$ cat src/design/assi_pkg.sv
package assi_pkg;

    // Register map
    localparam logic [7:0]  SEL_REG_OFFSET   = 8'h00;
    localparam logic [7:0]  CTL_REG_OFFSET   = 8'h04;
    localparam logic [7:0]  STAT_REG_OFFSET  = 8'h08;
    localparam logic [31:0] SEL_RESET        = 32'h0000_0000;
    localparam logic [31:0] CTL_RESET        = 32'h0000_0000;

    // Input-select field layout: step n at bit 4*n
    localparam int          STEP_COUNT       = 8;
    localparam int          FIELD_STRIDE     = 4;
    localparam int          FIELD_WIDTH      = 2;
    localparam logic [31:0] SEL_WRITE_MASK   = 32'h3333_3333;

    // Per-step control nibble layout inside the control register
    localparam int          CTL_END_POS      = 1;
    localparam int          CTL_TS_POS       = 3;

    // Status register layout
    localparam int          STAT_BUSY_POS    = 0;
    localparam int          STAT_STEP_POS    = 4;

    // Channel code sent for the internal temperature sensor
    localparam logic [2:0]  TEMP_CHANNEL     = 3'h4;

    typedef enum logic [1:0] {
        SEQ_IDLE = 2'b00,
        SEQ_REQ  = 2'b01,
        SEQ_WAIT = 2'b10
    } assi_state_type;

endpackage

$ cat src/design/assi_top.sv
`timescale 1ns/1ps

module assi_top
(
    input  wire logic        clk,
    input  wire logic        rst_b,
    input  wire logic [7:0]  reg_addr,
    input  wire logic [31:0] reg_wdata,
    input  wire logic        reg_wr,
    input  wire logic        reg_rd,
    output logic      [31:0] reg_rdata,
    input  wire logic        seq_start,
    output logic             conv_req,
    output logic      [2:0]  conv_channel,
    output logic      [2:0]  conv_step,
    input  wire logic        conv_done,
    output logic             seq_done
);

    ////////////////////////////////////////////////////////////////////////////
    // Registers

    logic [31:0]                 sel_ff;
    logic [31:0]                 ctl_ff;
    logic [31:0]                 rdata_ff;
    assi_pkg::assi_state_type    state_ff;
    logic [2:0]                  step_ff;
    logic                        req_ff;
    logic [2:0]                  chan_ff;
    logic [2:0]                  cstep_ff;
    logic                        done_ff;

    // Input-select register; gap bits never store
    always_ff @(posedge clk or negedge rst_b)
    begin
        if (!rst_b)
            sel_ff <= assi_pkg::SEL_RESET;
        else if (reg_wr && reg_addr == assi_pkg::SEL_REG_OFFSET)
            sel_ff <= reg_wdata & assi_pkg::SEL_WRITE_MASK;
    end

    // Per-step control register
    always_ff @(posedge clk or negedge rst_b)
    begin
        if (!rst_b)
            ctl_ff <= assi_pkg::CTL_RESET;
        else if (reg_wr && reg_addr == assi_pkg::CTL_REG_OFFSET)
            ctl_ff <= reg_wdata;
    end

    // Read data, one cycle after the strobe
    always_ff @(posedge clk or negedge rst_b)
    begin
        if (!rst_b)
            rdata_ff <= 32'h0000_0000;
        else if (reg_rd)
        begin
            case (reg_addr)
                assi_pkg::SEL_REG_OFFSET:  rdata_ff <= sel_ff;
                assi_pkg::CTL_REG_OFFSET:  rdata_ff <= ctl_ff;
                assi_pkg::STAT_REG_OFFSET:
                    rdata_ff <= {25'h0, step_ff, 3'h0, state_ff != assi_pkg::SEQ_IDLE};
                default:                   rdata_ff <= 32'h0000_0000;
            endcase
        end
        else
            rdata_ff <= 32'h0000_0000;
    end

    assign reg_rdata = rdata_ff;

    ////////////////////////////////////////////////////////////////////////////
    // Sequencer

    logic [1:0] cur_sel;
    logic       cur_ts;
    logic       cur_end;
    logic [2:0] nxt_chan;

    always_comb
    begin
        cur_sel  = sel_ff[step_ff * assi_pkg::FIELD_STRIDE +: assi_pkg::FIELD_WIDTH];
        cur_ts   = ctl_ff[step_ff * assi_pkg::FIELD_STRIDE + assi_pkg::CTL_TS_POS];
        cur_end  = ctl_ff[step_ff * assi_pkg::FIELD_STRIDE + assi_pkg::CTL_END_POS];
        if (cur_ts)
            nxt_chan = assi_pkg::TEMP_CHANNEL;
        else
            nxt_chan = {1'b0, cur_sel};
    end

    always_ff @(posedge clk or negedge rst_b)
    begin
        if (!rst_b)
        begin
            state_ff <= assi_pkg::SEQ_IDLE;
            step_ff  <= 3'h0;
            req_ff   <= 1'b0;
            chan_ff  <= 3'h0;
            cstep_ff <= 3'h0;
            done_ff  <= 1'b0;
        end
        else
        begin
            req_ff  <= 1'b0;
            done_ff <= 1'b0;
            case (state_ff)
                assi_pkg::SEQ_IDLE:
                    if (seq_start)
                    begin
                        step_ff  <= 3'h0;
                        state_ff <= assi_pkg::SEQ_REQ;
                    end
                assi_pkg::SEQ_REQ:
                begin
                    req_ff   <= 1'b1;
                    chan_ff  <= nxt_chan;
                    cstep_ff <= step_ff;
                    state_ff <= assi_pkg::SEQ_WAIT;
                end
                assi_pkg::SEQ_WAIT:
                    if (conv_done)
                    begin
                        if (cur_end || step_ff == 3'h7)
                        begin
                            done_ff  <= 1'b1;
                            state_ff <= assi_pkg::SEQ_IDLE;
                        end
                        else
                        begin
                            step_ff  <= step_ff + 3'h1;
                            state_ff <= assi_pkg::SEQ_REQ;
                        end
                    end
                default:
                    state_ff <= assi_pkg::SEQ_IDLE;
            endcase
        end
    end

    assign conv_req     = req_ff;
    assign conv_channel = chan_ff;
    assign conv_step    = cstep_ff;
    assign seq_done     = done_ff;

    ////////////////////////////////////////////////////////////////////////////
    // Assertions

    gap_zero_a: assert property (@(posedge clk) disable iff (!rst_b)
        (sel_ff & ~assi_pkg::SEL_WRITE_MASK) == 32'h0)
        else $error("gap bits of input select not zero");

    sel_write_a: assert property (@(posedge clk) disable iff (!rst_b)
        reg_wr && reg_addr == assi_pkg::SEL_REG_OFFSET
        |=> sel_ff[1:0] == $past(reg_wdata[1:0]))
        else $error("step 1 field did not take write");

    step7_field_a: assert property (@(posedge clk) disable iff (!rst_b)
        reg_wr && reg_addr == assi_pkg::SEL_REG_OFFSET
        |=> sel_ff[25:24] == $past(reg_wdata[25:24]))
        else $error("step 7 field did not take write");

    read_back_a: assert property (@(posedge clk) disable iff (!rst_b)
        reg_rd && reg_addr == assi_pkg::SEL_REG_OFFSET
        |=> reg_rdata[5:4] == $past(sel_ff[5:4]) && reg_rdata[3:2] == 2'h0)
        else $error("input select read back wrong");

    chan_map_a: assert property (@(posedge clk) disable iff (!rst_b)
        state_ff == assi_pkg::SEQ_REQ && !cur_ts
        |=> conv_req && conv_channel == {1'b0, $past(cur_sel)})
        else $error("channel does not follow field");

    temp_sel_a: assert property (@(posedge clk) disable iff (!rst_b)
        state_ff == assi_pkg::SEQ_REQ && cur_ts
        |=> conv_channel == assi_pkg::TEMP_CHANNEL)
        else $error("temperature step not routed to sensor");

    end_stop_a: assert property (@(posedge clk) disable iff (!rst_b)
        state_ff == assi_pkg::SEQ_WAIT && conv_done && cur_end
        |=> seq_done ##1 !conv_req [*2])
        else $error("request after end of sequence");

    step8_field_a: assert property (@(posedge clk) disable iff (!rst_b)
        state_ff == assi_pkg::SEQ_REQ && step_ff == 3'h7 && !cur_ts
        |=> conv_channel[1:0] == $past(sel_ff[29:28]))
        else $error("step 8 field not used");

    hold_chan_a: assert property (@(posedge clk) disable iff (!rst_b)
        state_ff == assi_pkg::SEQ_WAIT && !$past(state_ff == assi_pkg::SEQ_REQ)
        |-> $stable(conv_channel))
        else $error("channel changed during conversion");

    step2_field_a: assert property (@(posedge clk) disable iff (!rst_b)
        reg_wr && reg_addr == assi_pkg::SEL_REG_OFFSET
        |=> sel_ff[5:4] == $past(reg_wdata[5:4]))
        else $error("step 2 field did not take write");

    step3_field_a: assert property (@(posedge clk) disable iff (!rst_b)
        reg_wr && reg_addr == assi_pkg::SEL_REG_OFFSET
        |=> sel_ff[9:8] == $past(reg_wdata[9:8]))
        else $error("step 3 field did not take write");

    step4_field_a: assert property (@(posedge clk) disable iff (!rst_b)
        reg_wr && reg_addr == assi_pkg::SEL_REG_OFFSET
        |=> sel_ff[13:12] == $past(reg_wdata[13:12]))
        else $error("step 4 field did not take write");

    step5_field_a: assert property (@(posedge clk) disable iff (!rst_b)
        reg_wr && reg_addr == assi_pkg::SEL_REG_OFFSET
        |=> sel_ff[17:16] == $past(reg_wdata[17:16]))
        else $error("step 5 field did not take write");

    step6_field_a: assert property (@(posedge clk) disable iff (!rst_b)
        reg_wr && reg_addr == assi_pkg::SEL_REG_OFFSET
        |=> sel_ff[21:20] == $past(reg_wdata[21:20]))
        else $error("step 6 field did not take write");

    step8_write_a: assert property (@(posedge clk) disable iff (!rst_b)
        reg_wr && reg_addr == assi_pkg::SEL_REG_OFFSET
        |=> sel_ff[29:28] == $past(reg_wdata[29:28]))
        else $error("step 8 field did not take write");

    sel_hold_a: assert property (@(posedge clk) disable iff (!rst_b)
        !(reg_wr && reg_addr == assi_pkg::SEL_REG_OFFSET)
        |=> $stable(sel_ff))
        else $error("input select changed without write");

    gap_read_a: assert property (@(posedge clk) disable iff (!rst_b)
        reg_rd && reg_addr == assi_pkg::SEL_REG_OFFSET
        |=> (reg_rdata & ~assi_pkg::SEL_WRITE_MASK) == 32'h0)
        else $error("gap bits read back nonzero");

    read_step1_a: assert property (@(posedge clk) disable iff (!rst_b)
        reg_rd && reg_addr == assi_pkg::SEL_REG_OFFSET
        |=> reg_rdata[1:0] == $past(sel_ff[1:0]))
        else $error("step 1 field read back wrong");

    read_step3_a: assert property (@(posedge clk) disable iff (!rst_b)
        reg_rd && reg_addr == assi_pkg::SEL_REG_OFFSET
        |=> reg_rdata[9:8] == $past(sel_ff[9:8]))
        else $error("step 3 field read back wrong");

    read_step4_a: assert property (@(posedge clk) disable iff (!rst_b)
        reg_rd && reg_addr == assi_pkg::SEL_REG_OFFSET
        |=> reg_rdata[13:12] == $past(sel_ff[13:12]))
        else $error("step 4 field read back wrong");

    read_step5_a: assert property (@(posedge clk) disable iff (!rst_b)
        reg_rd && reg_addr == assi_pkg::SEL_REG_OFFSET
        |=> reg_rdata[17:16] == $past(sel_ff[17:16]))
        else $error("step 5 field read back wrong");

    read_step6_a: assert property (@(posedge clk) disable iff (!rst_b)
        reg_rd && reg_addr == assi_pkg::SEL_REG_OFFSET
        |=> reg_rdata[21:20] == $past(sel_ff[21:20]))
        else $error("step 6 field read back wrong");

    read_step7_a: assert property (@(posedge clk) disable iff (!rst_b)
        reg_rd && reg_addr == assi_pkg::SEL_REG_OFFSET
        |=> reg_rdata[25:24] == $past(sel_ff[25:24]))
        else $error("step 7 field read back wrong");

    read_step8_a: assert property (@(posedge clk) disable iff (!rst_b)
        reg_rd && reg_addr == assi_pkg::SEL_REG_OFFSET
        |=> reg_rdata[29:28] == $past(sel_ff[29:28]))
        else $error("step 8 field read back wrong");

    rdata_idle_a: assert property (@(posedge clk) disable iff (!rst_b)
        !reg_rd
        |=> reg_rdata == 32'h0)
        else $error("read data not zero outside read");

    req_pulse_a: assert property (@(posedge clk) disable iff (!rst_b)
        conv_req
        |=> !conv_req)
        else $error("conversion request longer than one cycle");

    done_pulse_a: assert property (@(posedge clk) disable iff (!rst_b)
        seq_done
        |=> !seq_done)
        else $error("sequence done longer than one cycle");

    step_index_a: assert property (@(posedge clk) disable iff (!rst_b)
        state_ff == assi_pkg::SEQ_REQ
        |=> conv_step == $past(step_ff))
        else $error("request step index wrong");

    chan_range_a: assert property (@(posedge clk) disable iff (!rst_b)
        conv_req
        |-> conv_channel <= assi_pkg::TEMP_CHANNEL)
        else $error("channel code out of range");

    temp_only_a: assert property (@(posedge clk) disable iff (!rst_b)
        conv_req && conv_channel[2]
        |-> conv_channel == assi_pkg::TEMP_CHANNEL)
        else $error("sensor code malformed");

endmodule // assi_top

$ cat config.mk
export PLATFORM = sky130hd
export DESIGN_NAME = assi_top
export DESIGN_NICKNAME = d
export VERILOG_FILES = /design/src/design/assi_pkg.sv /design/src/design/assi_top.sv
export SDC_FILE = /design/constraint.sdc
export NUM_CORES = 1
export LEC_CHECK = 0
export ABC_AREA = 1
export BUFFER_PORTS_ARGS = -buffer_cell sky130_fd_sc_hd__buf_4
export CORE_ASPECT_RATIO = 0.6
export CORE_MARGIN = 2
export CORE_UTILIZATION = 40
export DETAILED_ROUTE_END_ITERATION = 8
export PLACE_DENSITY = 0.67
export SYNTH_ARGS = -nofsm -noshare
export SYNTH_HDL_FRONTEND = slang
export SYNTH_SLANG_ARGS = --single-unit
$ cat constraint.sdc
create_clock -name clk -period 3.45 [get_ports clk]
set_input_delay 0.345 -clock clk [delete_from_list [all_inputs] [get_ports clk]]
set_output_delay 0.345 -clock clk [all_outputs]
set_load 0.01 [all_outputs]
==> reports/metrics.cfg, run 1 <==
[run_status]
status=completed

[pwr]
intPower_w=0.00197
pwr-share-clk=0.368
power_density_nw_per_um2=546
switching_share=0.285
peakVddDrop_mv=0.280
pwr-share-seq=0.458
leakage_nw=2.70
power.total_w=0.00276
comb_power_share=0.174
switching_power_w=0.000787

[critical_path]
slowest_stage=dfrtp_1
crit_fanout=21
crit_required_ns=3.69
crit_path_start_kind=register
critPathArrivalTime_ns=2.32
crit_path_max_incr_delay_ns=0.72
path_delay_family=simple AND/OR/NAND/NOR gates
crit_chain=inv_1 -> nand2_1 -> nand3_1 -> nand3_1 -> nand3_1 -> nand2_1 -> nand2_1 -> nand2_1 -> nand2_1
cpMostUsedCell=nand2_1
cp.buffers_inverters=1
worst-setup-path-type=reg2reg
cp-end-kind=register

[timing]
tns_ns=0
relSlewSlack=0.478
hold_viol_final=0
finalClockSkew_ns=0.00949
fmax_mhz=479
slew_viol_final=0
tightestPinTransition_ns=0.783
min_period_ns=2.09
fin_crit_sh=0.605
grt_setup_unrepaired=false
setup_violations=0

[logic_synthesis]
ys.flop_type=dfrtp_1
ys_warn_count=0
synthDistinctLibCells=27
synth-seq-cells=93
synthCells=427
synth.area.top_cells=dfrtp_1 (58%), nand2_1 (8.0%), o21ai_0 (5.5%), inv_1 (4.2%), nand3_1 (3.9%)
synth_area_per_cell_um2=9.36
synth_edf_count=0
post-synth-top-count-cell=dfrtp_1
synth_nets=475
syn_area_um2=4000
yosysTopAreaCell=dfrtp_1
yosys-top-cells-count=dfrtp_1 (93), nand2_1 (85), inv_1 (45), o21ai_0 (44), nor2_1 (40)
synth_top_area_frac=0.582
yosysSeqAreaShare=0.582
async_flop_share=1.00

[die]
die_h_um=81.5
num_rows=28
pin_count=86
start_util=0.409
coreArea_um2=9770
die_w_um=133
die_area_um2=10800

[global_route]
grt_overflow_total=0
grt_usage=0.190
antenna_found_initial=0
grt_max_degree=65
grt_pass1_wl_um=15800
grt_pass1_vias=3099

[clock_network]
clk_latency_ns=0.35
cts_setup_buffers=0
root_buffer=clkbuf_16
cts_resized=0
cts_max_path_buffers=2
cts_inserted_buffers=9
postCtsHoldBufs=0
cts.sinks=93
cts_tree=built
htreeDepth=3
clk_pin_slew_ns=0.07

[finish]
synthToLayoutAreaGrowth_pct=26.3
finalNetCount=558
drive_gt1_frac=0.278
insertedDiodeCount=0

[routing]
wirelength_um=9660
first_iter_violations=263
drtAntennaViolNets=0
wire_per_inst_um=14.9
drc_errors=0
routed-via-count=3184
dr.pass1.iters=5
viasPerCell=4.90

[place]
place.gp.congestion=0.879
dp_hpwl_um=6800
port_buffers=85

[worst_hold_path]
holdCritPathClass=in2async

[flow_run]
cap_violations=0

[layout make-up]
type                            count  area [µm²]
Tap cell                          135         169
Multi-Input combinational cell    267        1380
Sequential cell                    93        2330
Inverter                           48         180
Clock inverter                      4        55.1
Clock buffer                       12         256
Fill cell                         926        4720
Timing Repair Buffer               91         683
[kinds of logic after synthesis]
logic type | count (synthesis) | synth area share
flops | 93 | 0.582
simple gates | 175 | 0.191
mux | 11 | 0.0404
buf+inv | 67 | 0.0729
fa+ha+maj | 2 | 0.00626
compound gates | 79 | 0.108
[worst register-to-register path, delay by kind of cell (launching register included)]
kind	cells	cell delay (ns)
simple gates	8	0.87
flops	1	0.72
buf+inv	1	0.40
[state kept, by name, summed over array words and instances (netlist names)]
register,count
conv_channel,3
conv_req,1
conv_step,3
ctl_ff,32
reg_rdata,32
sel_ff,16
seq_done,1
state_ff,2
step_ff,3
[through the flow]
step / cells / worst slack (ns) / utilization / instance area, µm² / hold WS, ns
final: 650 / 1.36 / 0.517 / 5050 / 0.0927
after detailed placement: 634 / 1.15 / 0.485 / 4740 / 0.473
after global routing: 650 / 1.09 / 0.517 / 5050 / 0.163
after floorplan: 427 / 2.04 / - / 4000 / 0.0494
after global placement: 634 / 1.20 / 0.485 / 4740 / 0.470
after CTS: 650 / 1.39 / 0.517 / 5050 / 0.120
[placed cells by master (no fill, tap or decap), drive strengths merged]
| cell | instances |
|---|---|
| a21oi | 20 |
| nand3 | 31 |
| ha | 2 |
| inv | 48 |
| bufinv | 1 |
| nand4 | 2 |
| nor2 | 44 |
| clkinvlp | 1 |
| o22ai | 5 |
| clkinv | 2 |
| dfrtp | 93 |
| nand2 | 95 |
| nor3 | 2 |
| clkbuf | 12 |
| mux2 | 11 |
| o21ai | 54 |
| buf | 91 |
| or2 | 1 |
[power by group through the flow]
stage	sequential [W]	combinational [W]	clock, W
2_1_floorplan	0.00126	0.000282	0
3_5_place_dp	0.00128	0.000472	0
6_report	0.00126	0.000479	0.00102
3_3_place_gp	0.00128	0.000454	0
4_1_cts	0.00126	0.000476	0.00104
5_1_grt	0.00128	0.000536	0.00109
[final timing paths]
check | to | start | cells after the start | slack [ns]
max | step_ff[2] | step_ff[0] | 9 | 1.36
min | state_ff[0] | rst_b | 1 | 0.09
max reg2reg | step_ff[2] | step_ff[0] | 9 | 1.36
min reg2reg | reg_rdata[26] | ctl_ff[26] | 2 | 0.49
max in group asynchronous | reg_rdata[10] | rst_b | 2 | 2.63
min in group clk | ctl_ff[7] | reg_wdata[7] | 3 | 0.20
[routing by layer]
layer | global-route usage | vias up | share of wire | wire length [µm]
met4 | 0.0559 | 0 | 0.0081 | 78
met2 | 0.268 | 111 | 0.41 | 3990
li1 | - | 1539 | - | -
met1 | 0.284 | 1528 | 0.51 | 4910
met3 | 0.0556 | 6 | 0.071 | 689
met5 | 0 | - | 0 | 0
Note: power is estimated with default switching activity, not from simulation.
==> run 2, diff against run 1 <==
==> constraint.sdc (replaced) <==
create_clock -name clk -period 2.12 [get_ports clk]
set_input_delay 0.212 -clock clk [delete_from_list [all_inputs] [get_ports clk]]
set_output_delay 0.212 -clock clk [all_outputs]
set_load 0.01 [all_outputs]
==> reports/metrics.cfg, run 2 (synthesis gave the netlist of run 1 again) <==
[critical_path]
worstRegToRegCells=8  ; -1
crit_path_start_kind=register
cp.buffers_inverters=1  ; unchanged
crit_fanout=12  ; -43%
cpMostUsedCell=nand2_1
crit_required_ns=2.35  ; -1.34 ns
r2r_start=step_ff[1]
rr_endpoint=step_ff[1]
crit_chain=inv_1 -> nand3_1 -> nand3_1 -> nand3_1 -> nand2_1 -> nand2_1 -> nand2_1 -> nand2_1
slowest_stage=dfrtp_1
rrSetupSlack_ns=0.32  ; -1.05 ns
critPathArrivalTime_ns=2.03  ; -0.29 ns
worst-setup-path-type=reg2reg
path_delay_family=simple AND/OR/NAND/NOR gates
crit_path_max_incr_delay_ns=0.54  ; -0.18 ns
cp-end-kind=register

[pwr]
pwr-share-seq=0.469  ; +0.011
intPower_w=0.00308  ; +56%
peakVddDrop_mv=0.483  ; +73%
switching_share=0.287  ; +0.00160
leakage_nw=2.70  ; -0.16%
comb_power_share=0.191  ; +0.017
power_density_nw_per_um2=856  ; +57%
pwr-share-clk=0.340  ; -0.028
switching_power_w=0.00124  ; +58%

[timing]
whs_ns=0.0710  ; -0.0217 ns
tns_ns=0  ; unchanged
setup_violations=0  ; unchanged
hold_viol_final=0  ; unchanged
slew_viol_final=0  ; unchanged
finalClockSkew_ns=0.00753  ; -0.00197 ns
relSlewSlack=0.615  ; +0.137
min_period_ns=1.80  ; -0.284 ns
fin_ws_ns=0.317  ; -1.05 ns
fin_crit_sh=0.850  ; +0.246
tightestPinTransition_ns=0.573  ; -0.210 ns
grt_setup_unrepaired=false
fmax_mhz=555  ; +16%

[die]
die_area_um2=10800  ; unchanged
start_util=0.409  ; unchanged
die_w_um=133  ; unchanged
pin_count=86  ; unchanged
coreArea_um2=9770  ; unchanged
die_h_um=81.5  ; unchanged
num_rows=28  ; unchanged

[clock_network]
cts_tree=built
cts_inserted_buffers=9  ; unchanged
htreeDepth=3  ; unchanged
clk_latency_ns=0.34  ; about the same
cts_resized=0  ; unchanged
clk_pin_slew_ns=0.06  ; about the same
postCtsHoldBufs=1  ; +1
cts.sinks=93  ; unchanged
cts_max_path_buffers=2  ; unchanged
root_buffer=clkbuf_16
cts_setup_buffers=0  ; unchanged

[place]
dpl_worst_slack_ns=0.336  ; -0.815 ns
place.gp.congestion=0.835  ; -5.0%
dp_hpwl_um=6710  ; -1.2%
port_buffers=85  ; unchanged

[global_route]
grt_pass1_vias=3012  ; -2.8%
antenna_found_initial=0  ; unchanged
grt_usage=0.192  ; +0.00115
grt_pass1_wl_um=15800  ; +0.22%
grt_overflow_total=0  ; unchanged
grt_max_degree=69  ; +6.2%

[routing]
drtAntennaViolNets=0  ; unchanged
wirelength_um=9700  ; +0.41%
wire_per_inst_um=14.9  ; +0.41%
dr.pass1.iters=7  ; +2
routed-via-count=3201  ; +0.53%
first_iter_violations=247  ; -6.1%
drc_errors=0  ; unchanged
viasPerCell=4.92  ; +0.53%

[finish]
nFillCells=898  ; -3.0%
seqCellArea_um2=2330  ; unchanged
mostFrequentLayoutCells=dfrtp_1 (93), buf_4 (90), nand2_1 (85)
finalNetCount=560  ; +0.36%
drive_gt1_frac=0.274  ; -0.00388
insertedDiodeCount=0  ; unchanged
final_common_cell=dfrtp_1
synthToLayoutAreaGrowth_pct=26.3  ; about the same
multi_input_area_um2=1380  ; unchanged

[run_status]
status=completed

[worst_hold_path]
worstHoldStart=reg_wdata[15]
holdCritPathClass=in2reg
hold_path_depth=3
holdPathEnd=ctl_ff[15]

[flow_run]
cap_violations=0  ; unchanged

[run 2: per-layer routing]
metal / wire length, µm / up-vias / GRT usage
met5: 0 / - / 0
met4: 72 / 0 / 0.0452
met3: 747 / 8 / 0.0617
met2: 3960 / 119 / 0.268
met1: 4920 / 1542 / 0.288
li1: - / 1532 / -
[run 2: worst max path at each step]
stage,cells after the start,end,from
floorplan,6,sel_ff[0],reg_addr[1]
global placement,8,step_ff[1],step_ff[1]
detailed placement,8,step_ff[1],step_ff[1]
CTS,8,step_ff[1],step_ff[1]
global route,8,step_ff[1],step_ff[1]
finish,8,step_ff[1],step_ff[1]
[run 2: metrics by stage]
step	cell area (µm²)	power, W	utilization	instances
4_1_cts	5050	0.00436	0.517	650
3_3_place_gp	4770	0.00286	0.488	635
5_1_grt	5050	0.00456	0.517	650
3_5_place_dp	4770	0.00288	0.488	635
2_1_floorplan	4000	0.00251	-	427
6_report	5050	0.00432	0.517	650
[run 2: cell type report]
class / count / share of cell area
multi-input combinational: 267 / 0.273
clock inverter: 1 / 0.00149
timing repair buffer: 93 / 0.144
tap: 135 / 0.0334
inverter: 48 / 0.0357
clock buffer: 13 / 0.0515
sequential: 93 / 0.461
[run 2: power groups by stage]
stage / Sequential, W / Combinational (W) / Clock, W
after CTS: 0.00203 / 0.000823 / 0.00150
final: 0.00203 / 0.000827 / 0.00147
after detailed placement: 0.00206 / 0.000816 / 0
after global routing: 0.00205 / 0.000932 / 0.00157
after floorplan: 0.00205 / 0.000458 / 0
after global placement: 0.00205 / 0.000805 / 0
[run 2: worst register-to-register path, cell delays in order, from the launching register on]
cell and delay [ns]:
dfrtp_1 0.54, inv_1 0.36, nand3_1 0.13, nand3_1 0.09
nand3_1 0.14, nand2_1 0.16, nand2_1 0.13, nand2_1 0.09
nand2_1 0.05
